<file path="src/hw/pex_pkg.sv">
// Purpose: shared constants and helpers for the two-wire port expander
// Assumes: apb slave with 32-bit data, one word per register
// Notes: byte layouts for port and change-flag bytes live here
package pex_pkg;

  // apb register byte offsets
  localparam logic [11:0] PEX_CTRL_OFF = 12'h000;
  localparam logic [11:0] PEX_STATUS_OFF = 12'h004;
  localparam logic [11:0] PEX_PORT_OFF = 12'h008;

  // ctrl, status and port field positions
  localparam int PEX_CTRL_EN_BIT = 0;
  localparam int PEX_ST_ALERT_BIT = 0;
  localparam int PEX_ST_HOLD_BIT = 1;
  localparam int PEX_ST_BUSY_BIT = 2;
  localparam int PEX_PORT_FLAG_LSB = 8;
  localparam int PEX_PORT_MASK_LSB = 12;

  // reset values
  localparam logic PEX_CTRL_EN_RST = 1'b1;
  localparam logic [3:0] PEX_OUT_RST = 4'hf;
  localparam logic [3:0] PEX_MASK_RST = 4'h0;

  // fixed upper slave address bits
  localparam logic [2:0] PEX_ADDR_TOP = 3'h6;

  // bit count of one byte on the wire
  localparam logic [3:0] PEX_BYTE_BITS = 4'h8;

  typedef enum logic [2:0] {
    PEX_IDLE,
    PEX_ADDR,
    PEX_ADDR_ACK,
    PEX_RD_BYTE,
    PEX_RD_ACK,
    PEX_WR_BYTE,
    PEX_WR_ACK,
    PEX_SKIP
  } pex_fsm_e;

  // outs[0..3] sit at byte bits 0,1,6,7; inputs at bits 2..5
  function automatic logic [7:0] pex_port_byte(input logic [3:0] outs, input logic [3:0] ins);
    pex_port_byte = {outs[3], outs[2], ins, outs[1], outs[0]};
  endfunction : pex_port_byte

  function automatic logic [7:0] pex_flag_byte(input logic [3:0] flags);
    pex_flag_byte = {2'h0, flags, 2'h0};
  endfunction : pex_flag_byte

endpackage : pex_pkg

</file>
<file path="src/hw/pex_expander.sv">
// Purpose: two-wire slave transactions of a 4-out / 4-in port expander
// Assumes: scl, sda and all pins are asynchronous and oversampled by pclk
// Notes: register file over apb gives enable, status and a state view
//
// The APB slave port and the register offsets were left to the implementer.
`timescale 1ns/1ps
`default_nettype none

module pex_expander #(
  parameter int ADDR_W = 12
) (
  // clock and reset
  input wire logic pclk,
  input wire logic presetn,
  // apb slave
  input wire logic psel,
  input wire logic penable,
  input wire logic pwrite,
  input wire logic [ADDR_W-1:0] paddr,
  input wire logic [31:0] pwdata,
  output logic [31:0] prdata,
  output logic pready,
  output logic pslverr,
  // two-wire bus, sda open drain
  input wire logic scl_in,
  input wire logic sda_in,
  output logic sda_out,
  output logic sda_oe,
  // address select pins, four levels each
  input wire logic [1:0] addr_select_low,
  input wire logic [1:0] addr_select_high,
  // port pins
  input wire logic [3:0] monitored_inputs,
  output logic drive_bit_zero,
  output logic drive_bit_one,
  output logic drive_bit_six,
  output logic drive_bit_seven,
  output logic alert_n
);
  import pex_pkg::*;

  // offsets are 12-bit constants, so a wider bus would select past their msb
  if (ADDR_W < 4 || ADDR_W > 12)
  begin : g_bad_addr_w
    $error("pex_expander: ADDR_W must be 4..12");
  end

  typedef struct packed {
    logic [2:0] scl_sh;
    logic [2:0] sda_sh;
    logic [7:0] pin_s1;
    logic [7:0] pin_s2;
    logic [7:0] pin_s3;
    logic scl_f;
    logic sda_f;
    logic [7:0] pin_f;
    logic scl_p;
    logic sda_p;
    pex_fsm_e fsm;
    logic [3:0] cnt;
    logic [7:0] sr;
    logic rw;
    logic flag_phase;
    logic mack;
    logic oe;
    logic hold;
    logic [3:0] snapshot;
    logic [3:0] flags;
    logic [3:0] outs;
    logic [3:0] mask;
    logic alert_n;
    logic en;
    logic [31:0] rdata;
  } pex_state_s;

  pex_state_s q;
  pex_state_s d;

  logic scl_rise;
  logic scl_fall;
  logic start_det;
  logic stop_det;
  logic snap_take;
  logic addr_match;
  logic wr_take;
  logic mapped;
  logic [3:0] ins_f;
  logic [3:0] sel_f;
  logic [31:0] rd_mux;

  assign ins_f = q.pin_f[3:0];
  assign sel_f = q.pin_f[7:4];
  assign scl_rise = q.scl_f & ~q.scl_p;
  assign scl_fall = ~q.scl_f & q.scl_p;
  // data edge with clock high frames a transfer
  assign start_det = q.scl_f & q.scl_p & q.sda_p & ~q.sda_f;
  assign stop_det = q.scl_f & q.scl_p & ~q.sda_p & q.sda_f;
  assign addr_match = (q.sr[7:1] == {PEX_ADDR_TOP, sel_f});
  assign mapped = (paddr[ADDR_W-1:0] == PEX_CTRL_OFF[ADDR_W-1:0])
      || (paddr[ADDR_W-1:0] == PEX_STATUS_OFF[ADDR_W-1:0])
      || (paddr[ADDR_W-1:0] == PEX_PORT_OFF[ADDR_W-1:0]);

  always_comb
  begin
    rd_mux = 32'h0;
    if (paddr[ADDR_W-1:0] == PEX_CTRL_OFF[ADDR_W-1:0])
    begin
      rd_mux[PEX_CTRL_EN_BIT] = q.en;
    end
    else if (paddr[ADDR_W-1:0] == PEX_STATUS_OFF[ADDR_W-1:0])
    begin
      rd_mux[PEX_ST_ALERT_BIT] = ~q.alert_n;
      rd_mux[PEX_ST_HOLD_BIT] = q.hold;
      rd_mux[PEX_ST_BUSY_BIT] = (q.fsm != PEX_IDLE);
    end
    else if (paddr[ADDR_W-1:0] == PEX_PORT_OFF[ADDR_W-1:0])
    begin
      rd_mux[7:0] = pex_port_byte(q.outs, q.snapshot);
      rd_mux[PEX_PORT_FLAG_LSB +: 4] = q.flags;
      rd_mux[PEX_PORT_MASK_LSB +: 4] = q.mask;
    end
  end

  always_comb
  begin
    d = q;
    snap_take = 1'b0;
    wr_take = 1'b0;

    // synchronisers: first stage feeds only the second
    d.scl_sh = {q.scl_sh[1:0], scl_in};
    d.sda_sh = {q.sda_sh[1:0], sda_in};
    d.pin_s1 = {addr_select_high, addr_select_low, monitored_inputs};
    d.pin_s2 = q.pin_s1;
    d.pin_s3 = q.pin_s2;
    if (q.scl_sh[1] == q.scl_sh[2])
    begin
      d.scl_f = q.scl_sh[2];
    end
    if (q.sda_sh[1] == q.sda_sh[2])
    begin
      d.sda_f = q.sda_sh[2];
    end
    d.pin_f = (~(q.pin_s2 ^ q.pin_s3) & q.pin_s3) | ((q.pin_s2 ^ q.pin_s3) & q.pin_f);
    d.scl_p = q.scl_f;
    d.sda_p = q.sda_f;

    // apb: zero wait, read data staged in the setup cycle
    if (psel && !penable && !pwrite)
    begin
      d.rdata = rd_mux;
    end
    if (psel && penable && pwrite && (paddr[ADDR_W-1:0] == PEX_CTRL_OFF[ADDR_W-1:0]))
    begin
      d.en = pwdata[PEX_CTRL_EN_BIT];
    end

    case (q.fsm)
      PEX_IDLE:
      begin
        d.oe = 1'b0;
      end
      PEX_ADDR:
      begin
        if (scl_rise)
        begin
          d.sr = {q.sr[6:0], q.sda_f};
          d.cnt = q.cnt + 4'h1;
        end
        else if (scl_fall && q.cnt == PEX_BYTE_BITS)
        begin
          if (addr_match)
          begin
            d.fsm = PEX_ADDR_ACK;
            d.rw = q.sr[0];
            d.oe = 1'b1;
            snap_take = 1'b1;
            d.hold = 1'b1;
          end
          else
          begin
            d.fsm = PEX_SKIP;
          end
        end
      end
      PEX_ADDR_ACK:
      begin
        if (scl_fall)
        begin
          d.cnt = 4'h0;
          if (q.rw)
          begin
            d.fsm = PEX_RD_BYTE;
            d.flag_phase = 1'b0;
            d.sr = pex_port_byte(q.outs, q.snapshot);
            d.oe = ~d.sr[7];
          end
          else
          begin
            d.fsm = PEX_WR_BYTE;
            d.oe = 1'b0;
          end
        end
      end
      PEX_RD_BYTE:
      begin
        if (scl_rise)
        begin
          d.cnt = q.cnt + 4'h1;
        end
        else if (scl_fall)
        begin
          if (q.cnt == PEX_BYTE_BITS)
          begin
            d.fsm = PEX_RD_ACK;
            d.oe = 1'b0;
            // flag byte out: resample and restart detection
            snap_take = q.flag_phase;
          end
          else
          begin
            d.sr = {q.sr[6:0], 1'b0};
            d.oe = ~d.sr[7];
          end
        end
      end
      PEX_RD_ACK:
      begin
        if (scl_rise)
        begin
          d.mack = ~q.sda_f;
        end
        else if (scl_fall)
        begin
          // master nack ends the data phase
          if (!q.mack)
          begin
            d.fsm = PEX_SKIP;
            d.oe = 1'b0;
          end
          else
          begin
            d.fsm = PEX_RD_BYTE;
            d.cnt = 4'h0;
            d.flag_phase = ~q.flag_phase;
            if (q.flag_phase)
            begin
              d.sr = pex_port_byte(q.outs, q.snapshot);
            end
            else
            begin
              d.sr = pex_flag_byte(q.flags);
            end
            d.oe = ~d.sr[7];
          end
        end
      end
      PEX_WR_BYTE:
      begin
        if (scl_rise)
        begin
          d.sr = {q.sr[6:0], q.sda_f};
          d.cnt = q.cnt + 4'h1;
        end
        else if (scl_fall && q.cnt == PEX_BYTE_BITS)
        begin
          d.fsm = PEX_WR_ACK;
          d.oe = 1'b1;
          wr_take = 1'b1;
        end
      end
      PEX_WR_ACK:
      begin
        if (scl_fall)
        begin
          d.fsm = PEX_WR_BYTE;
          d.cnt = 4'h0;
          d.oe = 1'b0;
        end
      end
      PEX_SKIP:
      begin
        d.oe = 1'b0;
      end
      default:
      begin
        d.fsm = PEX_IDLE;
        d.oe = 1'b0;
      end
    endcase

    // outputs and mask update in one cycle from the same byte
    if (wr_take)
    begin
      d.outs = {q.sr[7], q.sr[6], q.sr[1], q.sr[0]};
      d.mask = q.sr[5:2];
    end

    // snapshot equals the live value, so a change this cycle is not lost
    if (snap_take)
    begin
      d.snapshot = ins_f;
      d.flags = 4'h0;
    end
    else
    begin
      d.flags = q.flags | (ins_f ^ q.snapshot);
    end

    // frame conditions override the byte machine
    if (start_det)
    begin
      d.fsm = PEX_ADDR;
      d.cnt = 4'h0;
      d.oe = 1'b0;
    end
    else if (stop_det)
    begin
      d.fsm = PEX_IDLE;
      d.oe = 1'b0;
      d.hold = 1'b0;
    end
    if (!q.en)
    begin
      d.fsm = PEX_IDLE;
      d.oe = 1'b0;
      d.hold = 1'b0;
    end

    d.alert_n = ~((|(d.flags & d.mask)) & ~d.hold);
  end

  always_ff @(posedge pclk or negedge presetn)
  begin
    if (!presetn)
    begin
      q <= '0;
      q.scl_sh <= 3'h7;
      q.sda_sh <= 3'h7;
      q.scl_f <= 1'b1;
      q.sda_f <= 1'b1;
      q.scl_p <= 1'b1;
      q.sda_p <= 1'b1;
      q.fsm <= PEX_IDLE;
      q.outs <= PEX_OUT_RST;
      q.mask <= PEX_MASK_RST;
      q.alert_n <= 1'b1;
      q.en <= PEX_CTRL_EN_RST;
    end
    else
    begin
      q <= d;
    end
  end

  assign prdata = q.rdata;
  assign pready = 1'b1;
  assign pslverr = psel & penable & ~mapped;
  assign sda_out = 1'b0;
  assign sda_oe = q.oe;
  assign drive_bit_zero = q.outs[0];
  assign drive_bit_one = q.outs[1];
  assign drive_bit_six = q.outs[2];
  assign drive_bit_seven = q.outs[3];
  assign alert_n = q.alert_n;

  // checks
  a_addr_ack_drive: assert property (@(posedge pclk) disable iff (!presetn)
    (q.fsm == PEX_ADDR) && (d.fsm == PEX_ADDR_ACK) |=> q.oe && q.hold)
    else $error("address ack not driven");

  a_snap_at_ack: assert property (@(posedge pclk) disable iff (!presetn)
    (q.fsm == PEX_ADDR) && (d.fsm == PEX_ADDR_ACK) |=>
      (q.snapshot == $past(ins_f)) && (q.flags == 4'h0))
    else $error("snapshot not taken at address ack");

  a_alert_released: assert property (@(posedge pclk) disable iff (!presetn)
    q.hold |-> q.alert_n)
    else $error("alert asserted during open transfer");

  a_alert_level: assert property (@(posedge pclk) disable iff (!presetn)
    !q.hold && (|(q.flags & q.mask)) |-> !q.alert_n)
    else $error("alert missing for enabled flag");

  a_flags_sticky: assert property (@(posedge pclk) disable iff (!presetn)
    !snap_take |=> ((q.flags & $past(q.flags)) == $past(q.flags)))
    else $error("change flag dropped without clear");

  a_change_latch: assert property (@(posedge pclk) disable iff (!presetn)
    !snap_take && (ins_f != q.snapshot) ##1 !snap_take |=>
      (q.flags & $past(ins_f ^ q.snapshot, 2)) == $past(ins_f ^ q.snapshot, 2))
    else $error("input change not latched");

  a_write_apply: assert property (@(posedge pclk) disable iff (!presetn)
    wr_take |=> (q.outs == {$past(q.sr[7]), $past(q.sr[6]), $past(q.sr[1]), $past(q.sr[0])})
      && (q.mask == $past(q.sr[5:2])))
    else $error("write byte not applied");

  a_port_first: assert property (@(posedge pclk) disable iff (!presetn)
    (q.fsm == PEX_ADDR_ACK) && scl_fall && q.rw && !start_det && !stop_det && q.en |=>
      q.sr == pex_port_byte(q.outs, q.snapshot))
    else $error("first read byte is not the port byte");

  a_flag_restart: assert property (@(posedge pclk) disable iff (!presetn)
    (q.fsm == PEX_RD_BYTE) && (d.fsm == PEX_RD_ACK) && q.flag_phase |=>
      (q.flags == 4'h0) && (q.snapshot == $past(ins_f)))
    else $error("flags not restarted after flag byte");

  a_master_turn: assert property (@(posedge pclk) disable iff (!presetn)
    (q.fsm == PEX_RD_ACK) |-> !q.oe)
    else $error("sda driven during master ack");

  c_read_two: cover property (@(posedge pclk) disable iff (!presetn)
    (q.fsm == PEX_RD_ACK) && q.flag_phase && scl_fall);
  c_write_byte: cover property (@(posedge pclk) disable iff (!presetn) wr_take);
  c_alert_after_stop: cover property (@(posedge pclk) disable iff (!presetn)
    q.hold && stop_det ##[1:4] !q.alert_n);

endmodule : pex_expander

`default_nettype wire

</file>
<file path="config.mk">
export PLATFORM = sky130hd
export DESIGN_NAME = pex_expander
export DESIGN_NICKNAME = d
export VERILOG_FILES = /design/src/hw/pex_pkg.sv /design/src/hw/pex_expander.sv
export SDC_FILE = /design/constraint.sdc
export NUM_CORES = 1
export LEC_CHECK = 0
export BUFFER_PORTS_ARGS = -buffer_cell sky130_fd_sc_hd__buf_2
export CAP_MARGIN = 20
export CORE_ASPECT_RATIO = 0.6
export CORE_MARGIN = 4
export CORE_UTILIZATION = 59
export DETAILED_ROUTE_END_ITERATION = 10
export PLACE_DENSITY = 0.93
export SLEW_MARGIN = 20
export SYNTH_ARGS = -nofsm -noshare
export SYNTH_HDL_FRONTEND = slang
export SYNTH_SLANG_ARGS = --single-unit
</file>
<file path="constraint.sdc">
create_clock -name pclk -period 6.12 [get_ports pclk]
set_input_delay 1.224 -clock pclk [delete_from_list [all_inputs] [get_ports pclk]]
set_output_delay 1.224 -clock pclk [all_outputs]
set_load 0.03 [all_outputs]
</file>
Yosys cells after proc, flatten, opt, wreduce, memory -nomap -nowiden:

Cells that the tools add are included.

* bits in registers: 96
* input port bits: 59
* word-level logic and storage cells: 199

* add/sub/neg operators: 1
* eq/ne operators: 41
* muxes and demuxes: 75
* bitwise gates (word level): 31
* reduce and logical (&&, ||, !) cells: 26

Operator list (number)
* 8-bit 2-to-1 mux: 9
* 15-bit 2-to-1 mux: 4
* 5-bit != test (second input constant): 12
* 3-bit 2-to-1 mux: 14
* 7-bit case mux with 6 select lines: 1
* 8-bit case mux with 4 select lines: 1
* 1-bit 2-to-1 mux: 29
* 12-bit 2-to-1 mux: 2
* 3-bit != test (second input constant): 6
* 8-bit bitwise AND: 2
* 16-bit 2-to-1 mux: 1
* 4-bit 2-to-1 mux: 4
* 2-bit != test (second input constant): 8
* 13-bit 2-to-1 mux: 1
* 1-bit inverter: 13
* 12-bit by 3-bit == test with 1-bit output (second input constant): 1
* 12-bit by 4-bit == test with 1-bit output (second input constant): 1
* 3-bit == test (second input constant): 4
* 12-bit zero test: 1
* 12-bit AND reduction: 1
* 11-bit AND reduction: 1
* 1-bit bitwise AND: 10
* 2-bit 2-to-1 mux: 5
* 10-bit AND reduction: 1
* other kinds (31): 42

Depth between registers and ports, before layout:

* depth after elaboration: 16
* gate-level depth with buffers: 9
* gate-level depth less buffers: 7

Least setup slack after synthesis:

OpenSTA, ideal clock, no wires.

* kind: input -> output
* from: input port paddr[7]
* to: output port pslverr
* arrival time: 2.007 ns
* setup slack: 2.889 ns
* cell stages on the path: 4
* path through: nor4_1 > nand3_1 > a21oi_1 > nor2_1

* longest elaborated chain between the ends: 5
* elaborated cells on any way between the ends: 7

Ends and longest elaborated chain
* start, declared: line pex_expander.sv:19 `input wire logic [ADDR_W-1:0] paddr,`
* 12-bit by 3-bit == test with 1-bit output / 12-bit zero test (equally long branches): line pex_expander.sv:100, pex_expander.sv:99
* 1-bit logical OR: line pex_expander.sv:100 `|| (paddr[ADDR_W-1:0] == PEX_STATUS_OFF[ADDR_W-1:0])`
* 1-bit logical OR *: line pex_expander.sv:101 `|| (paddr[ADDR_W-1:0] == PEX_PORT_OFF[ADDR_W-1:0]);`
* 1-bit inverter *: line pex_expander.sv:358 `assign pslverr = psel & penable & ~mapped;`
* 1-bit bitwise AND *: line pex_expander.sv:358
* end, declared: line pex_expander.sv:23 `output logic pslverr,`

Mark *: on every way between the ends. The rest lies on a longest branch, timed or not.

Worst setup path in the final report:

* from: input port paddr[1]
* to: output port pslverr

Same word-level chain as after synthesis.

==> metrics.md <==
| Metric | Value |
|---|---|
| Status | finished, final reports clean |
| I/O Pins | 100 |
| Final nets | 490 |
| Max Fclk | 283 MHz |
| Inserted Clock Buffers | 9 |
| Vias per inst | 5.93 |
| Fraction of synthesized area in multiplexers | 5.53% |
| Syn avg cell area | 11.6 um^2 |
| Simple-gate area share of the yosys netlist | 12.2% |
| Met1 Resource Use GR | 29.7% |
| Core area | 7420 um^2 |
| # port buffers | 50 |
| Routed WL | 9660 um |
| Flops & latches, synth | 96 |
| Die span in y | 76.5 um |
| Clk buf depth | 2 |
| Worst VDD drop | 251 uV |
| Synth top area cells | dfrtp_1, dfstp_2, buf_4, a22o_1, mux2_2 |
| Worst-path maximum fanout | 6 |
| Vias | 3170 |
| Max-slew violation count | 0 |
| CP arrival | 2.31 ns |
| Worst setup SP type | input pin |
| Setup bufs post-CTS | 0 |
| Main synth FF type | dfrtp_1 |
| Adder-Cell Fraction of Synth Area | 3.52% |
| CTS Hold Buffers Added | 0 |
| Clk sinks | 96 |
| Post-Syn Instances | 399 |
| Hold WC Path Type | flop to flop |
| DRT iter0 DRCs | 305 |
| Setup tns final | 0 ns |
| PwrDens | 391 nW/um^2 |
| Die area | 9350 um^2 |
| EDFF count, synth | 0 |
| Fillers | 547 |
| Starting Density | 62.3% |
| Ys async rst share | 100% |
| Lkg Pwr | 2.36 nW |
| Clock Root Buffer | clkbuf_16 |
| Synth Cell Area | 4620 um^2 |
| Worst r2r path cells | 5 |
| Synth top area share | 43.3% |
| GRT met3 Usage | 8.90% |
| M2 GR Usage | 30.0% |
| Clk_skew | 0.00429 ns |
| Most frequent cells in the layout | dfrtp_1, buf_2, nor2_1 |
| Cell total after placement | 519 |
| Vias in the first global route | 3069 |
| Post-cts sizing count | 0 |
| Critical Path RT | 4.90 ns |
| Layout cells sized above 1 | 26.5% |
| Worst-path clk slew | 0.07 ns |
| Antenna violations before repair | 0 |
| Unique masters post-synth | 72 |
| Final Cycle Share | 57.7% |
| Critical Path End Type | output port |
| RSZ-0062 raised after global routing | false |
| Antenna cell count | 0 |
| Final min period | 3.53 ns |
| CP Class | input pin to output port |
| Final setup fails | 0 |
| First-pass GRT wire length | 15400 um |
| Hold path depth | 0 |
| Global Route Usage Sum | 21.1% |
| Hold Fails Final Rpt | 0 |
| HPWL after DPL | 6630 um |
| Actual slew at the worst max-slew pin | 1.04 ns |
| Area grow syn2layout | 9.08% |
| Commonest non-fill, non-tap cell in the layout | dfrtp_1 |
| Largest family of logic cells by synthesized area | compound AO/OA/AOI/OAI gates |
| CTS tree | yes |
| Slew HR | 30.5% |
| Synth warn | 0 |
| Clock Latency Late Sink | 0.34 ns |
| DR pass1 iterations | 6 |
| GPL Wtd Cong | 1.00 |
| H-Tree Depth | 3 |
| Die width | 122 um |
| DRC | 0 |
| Final std cells w/o fill | 535 |
| Site row count | 24 |
| Max_cap viols | 0 |
| Global route total overflow | 0 |
| Register area share after synthesis | 52.5% |
| Largest net degree at the start of global routing | 75 |
| Routed Antenna Nets | 0 |
| Xor and xnor area share after synthesis | 1.71% |
| Global-route layer with the greatest usage | met2 |
| Post-route total power | 0.00197 W |
| Compound-Gate Fraction of Synth Area | 15.6% |
| Wire per inst | 18.1 um |
| Post-synth top area cell | dfrtp_1 |
[where the power goes]
group	leakage (nW)	internal [W]	switching [W]
registers	1.17	0.000696	0.000141
clock network	0.159	0.000346	0.000249
logic	1.03	0.000220	0.000319
[flip-flops by register name, indices dropped and copies added (netlist names), named ones only]
| register | count |
|---|---|
| q | 44 |
| alert_n | 1 |
| prdata | 16 |
| sda_oe | 1 |
| drive_bit_seven | 1 |
| drive_bit_zero | 1 |
| d | 22 |
| drive_bit_one | 1 |
| drive_bit_six | 1 |
[critical path, stage by stage]
cell and delay (ns):
buf_2 0.10, nor4_1 0.30, nand3_1 0.27, a21oi_1 0.19, nor2_1 0.05, buf_2 0.17
[layout make-up]
cell class | count | area (um^2) | share of cell area, %
Sequential cell | 96 | 2420 | 48.1
Multi-Input combinational cell | 253 | 1850 | 36.7
Timing Repair Buffer | 51 | 260 | 5.17
Clock buffer | 11 | 253 | 5.02
Tap cell | 104 | 130 | 2.58
Clock inverter | 5 | 67.6 | 1.34
Inverter | 15 | 56.3 | 1.12
[logic make-up (layout without fill, tap and decap cells)]
logic type | Yosys count | count (layout)
and+or+nand+nor | 97 | 97
buffers and inverters | 66 | 82
muxes | 22 | 22
DFF | 96 | 96
AOI/OAI and AO/OA | 92 | 92
xor gates and xnor gates | 9 | 9
other | 2 | 18
adders and majority gates | 15 | 15
[routing by layer]
metal / part of all wire (%) / routed length (um) / vias up
met5: 0 / 0 / -
met4: 1.1 / 102 / 0
met3: 11 / 1060 / 18
met2: 43 / 4160 / 186
met1: 45 / 4330 / 1529
li1: - / - / 1437
[synth_stat cells (all sizes together), types with 6 or more instances]
cell / count
nand2b: 7
maj3: 10
nand2: 23
nand3: 9
nor4: 6
mux2i: 6
buf: 47
a22o: 17
inv: 15
a21oi: 14
o21ai: 15
nor2: 23
mux2: 16
dfstp: 16
dfrtp: 80
[final timing paths]
path	start	to	slack, ns
setup / recovery	paddr[1]	pslverr	2.59
hold / removal	d[91]$_DFF_PN0_	d[83]$_DFF_PN0_	0.35
setup reg to reg	q[67]$_DFFE_PN0P_	q[49]$_DFFE_PN0P_	3.30
hold reg to reg	d[91]$_DFF_PN0_	d[83]$_DFF_PN0_	0.35
max in group asynchronous	presetn	q[64]$_DFFE_PN0P_	4.19
min in group asynchronous	presetn	prdata[10]$_DFFE_PN0P_	0.76
[stage by stage]
stage / hold WS (ns) / area [um^2] / setup WS (ns) / utilization, %
global route: 0.360 / 5040 / 2.41 / 67.9
floorplan: 0.331 / 4680 / 2.89 / -
CTS: 0.347 / 5040 / 2.55 / 67.9
finish: 0.347 / 5040 / 2.59 / 67.9
detailed placement: 0.337 / 4720 / 2.56 / 63.6
global placement: 0.333 / 4720 / 2.64 / 63.6
(Power assumes the default switching activity.)
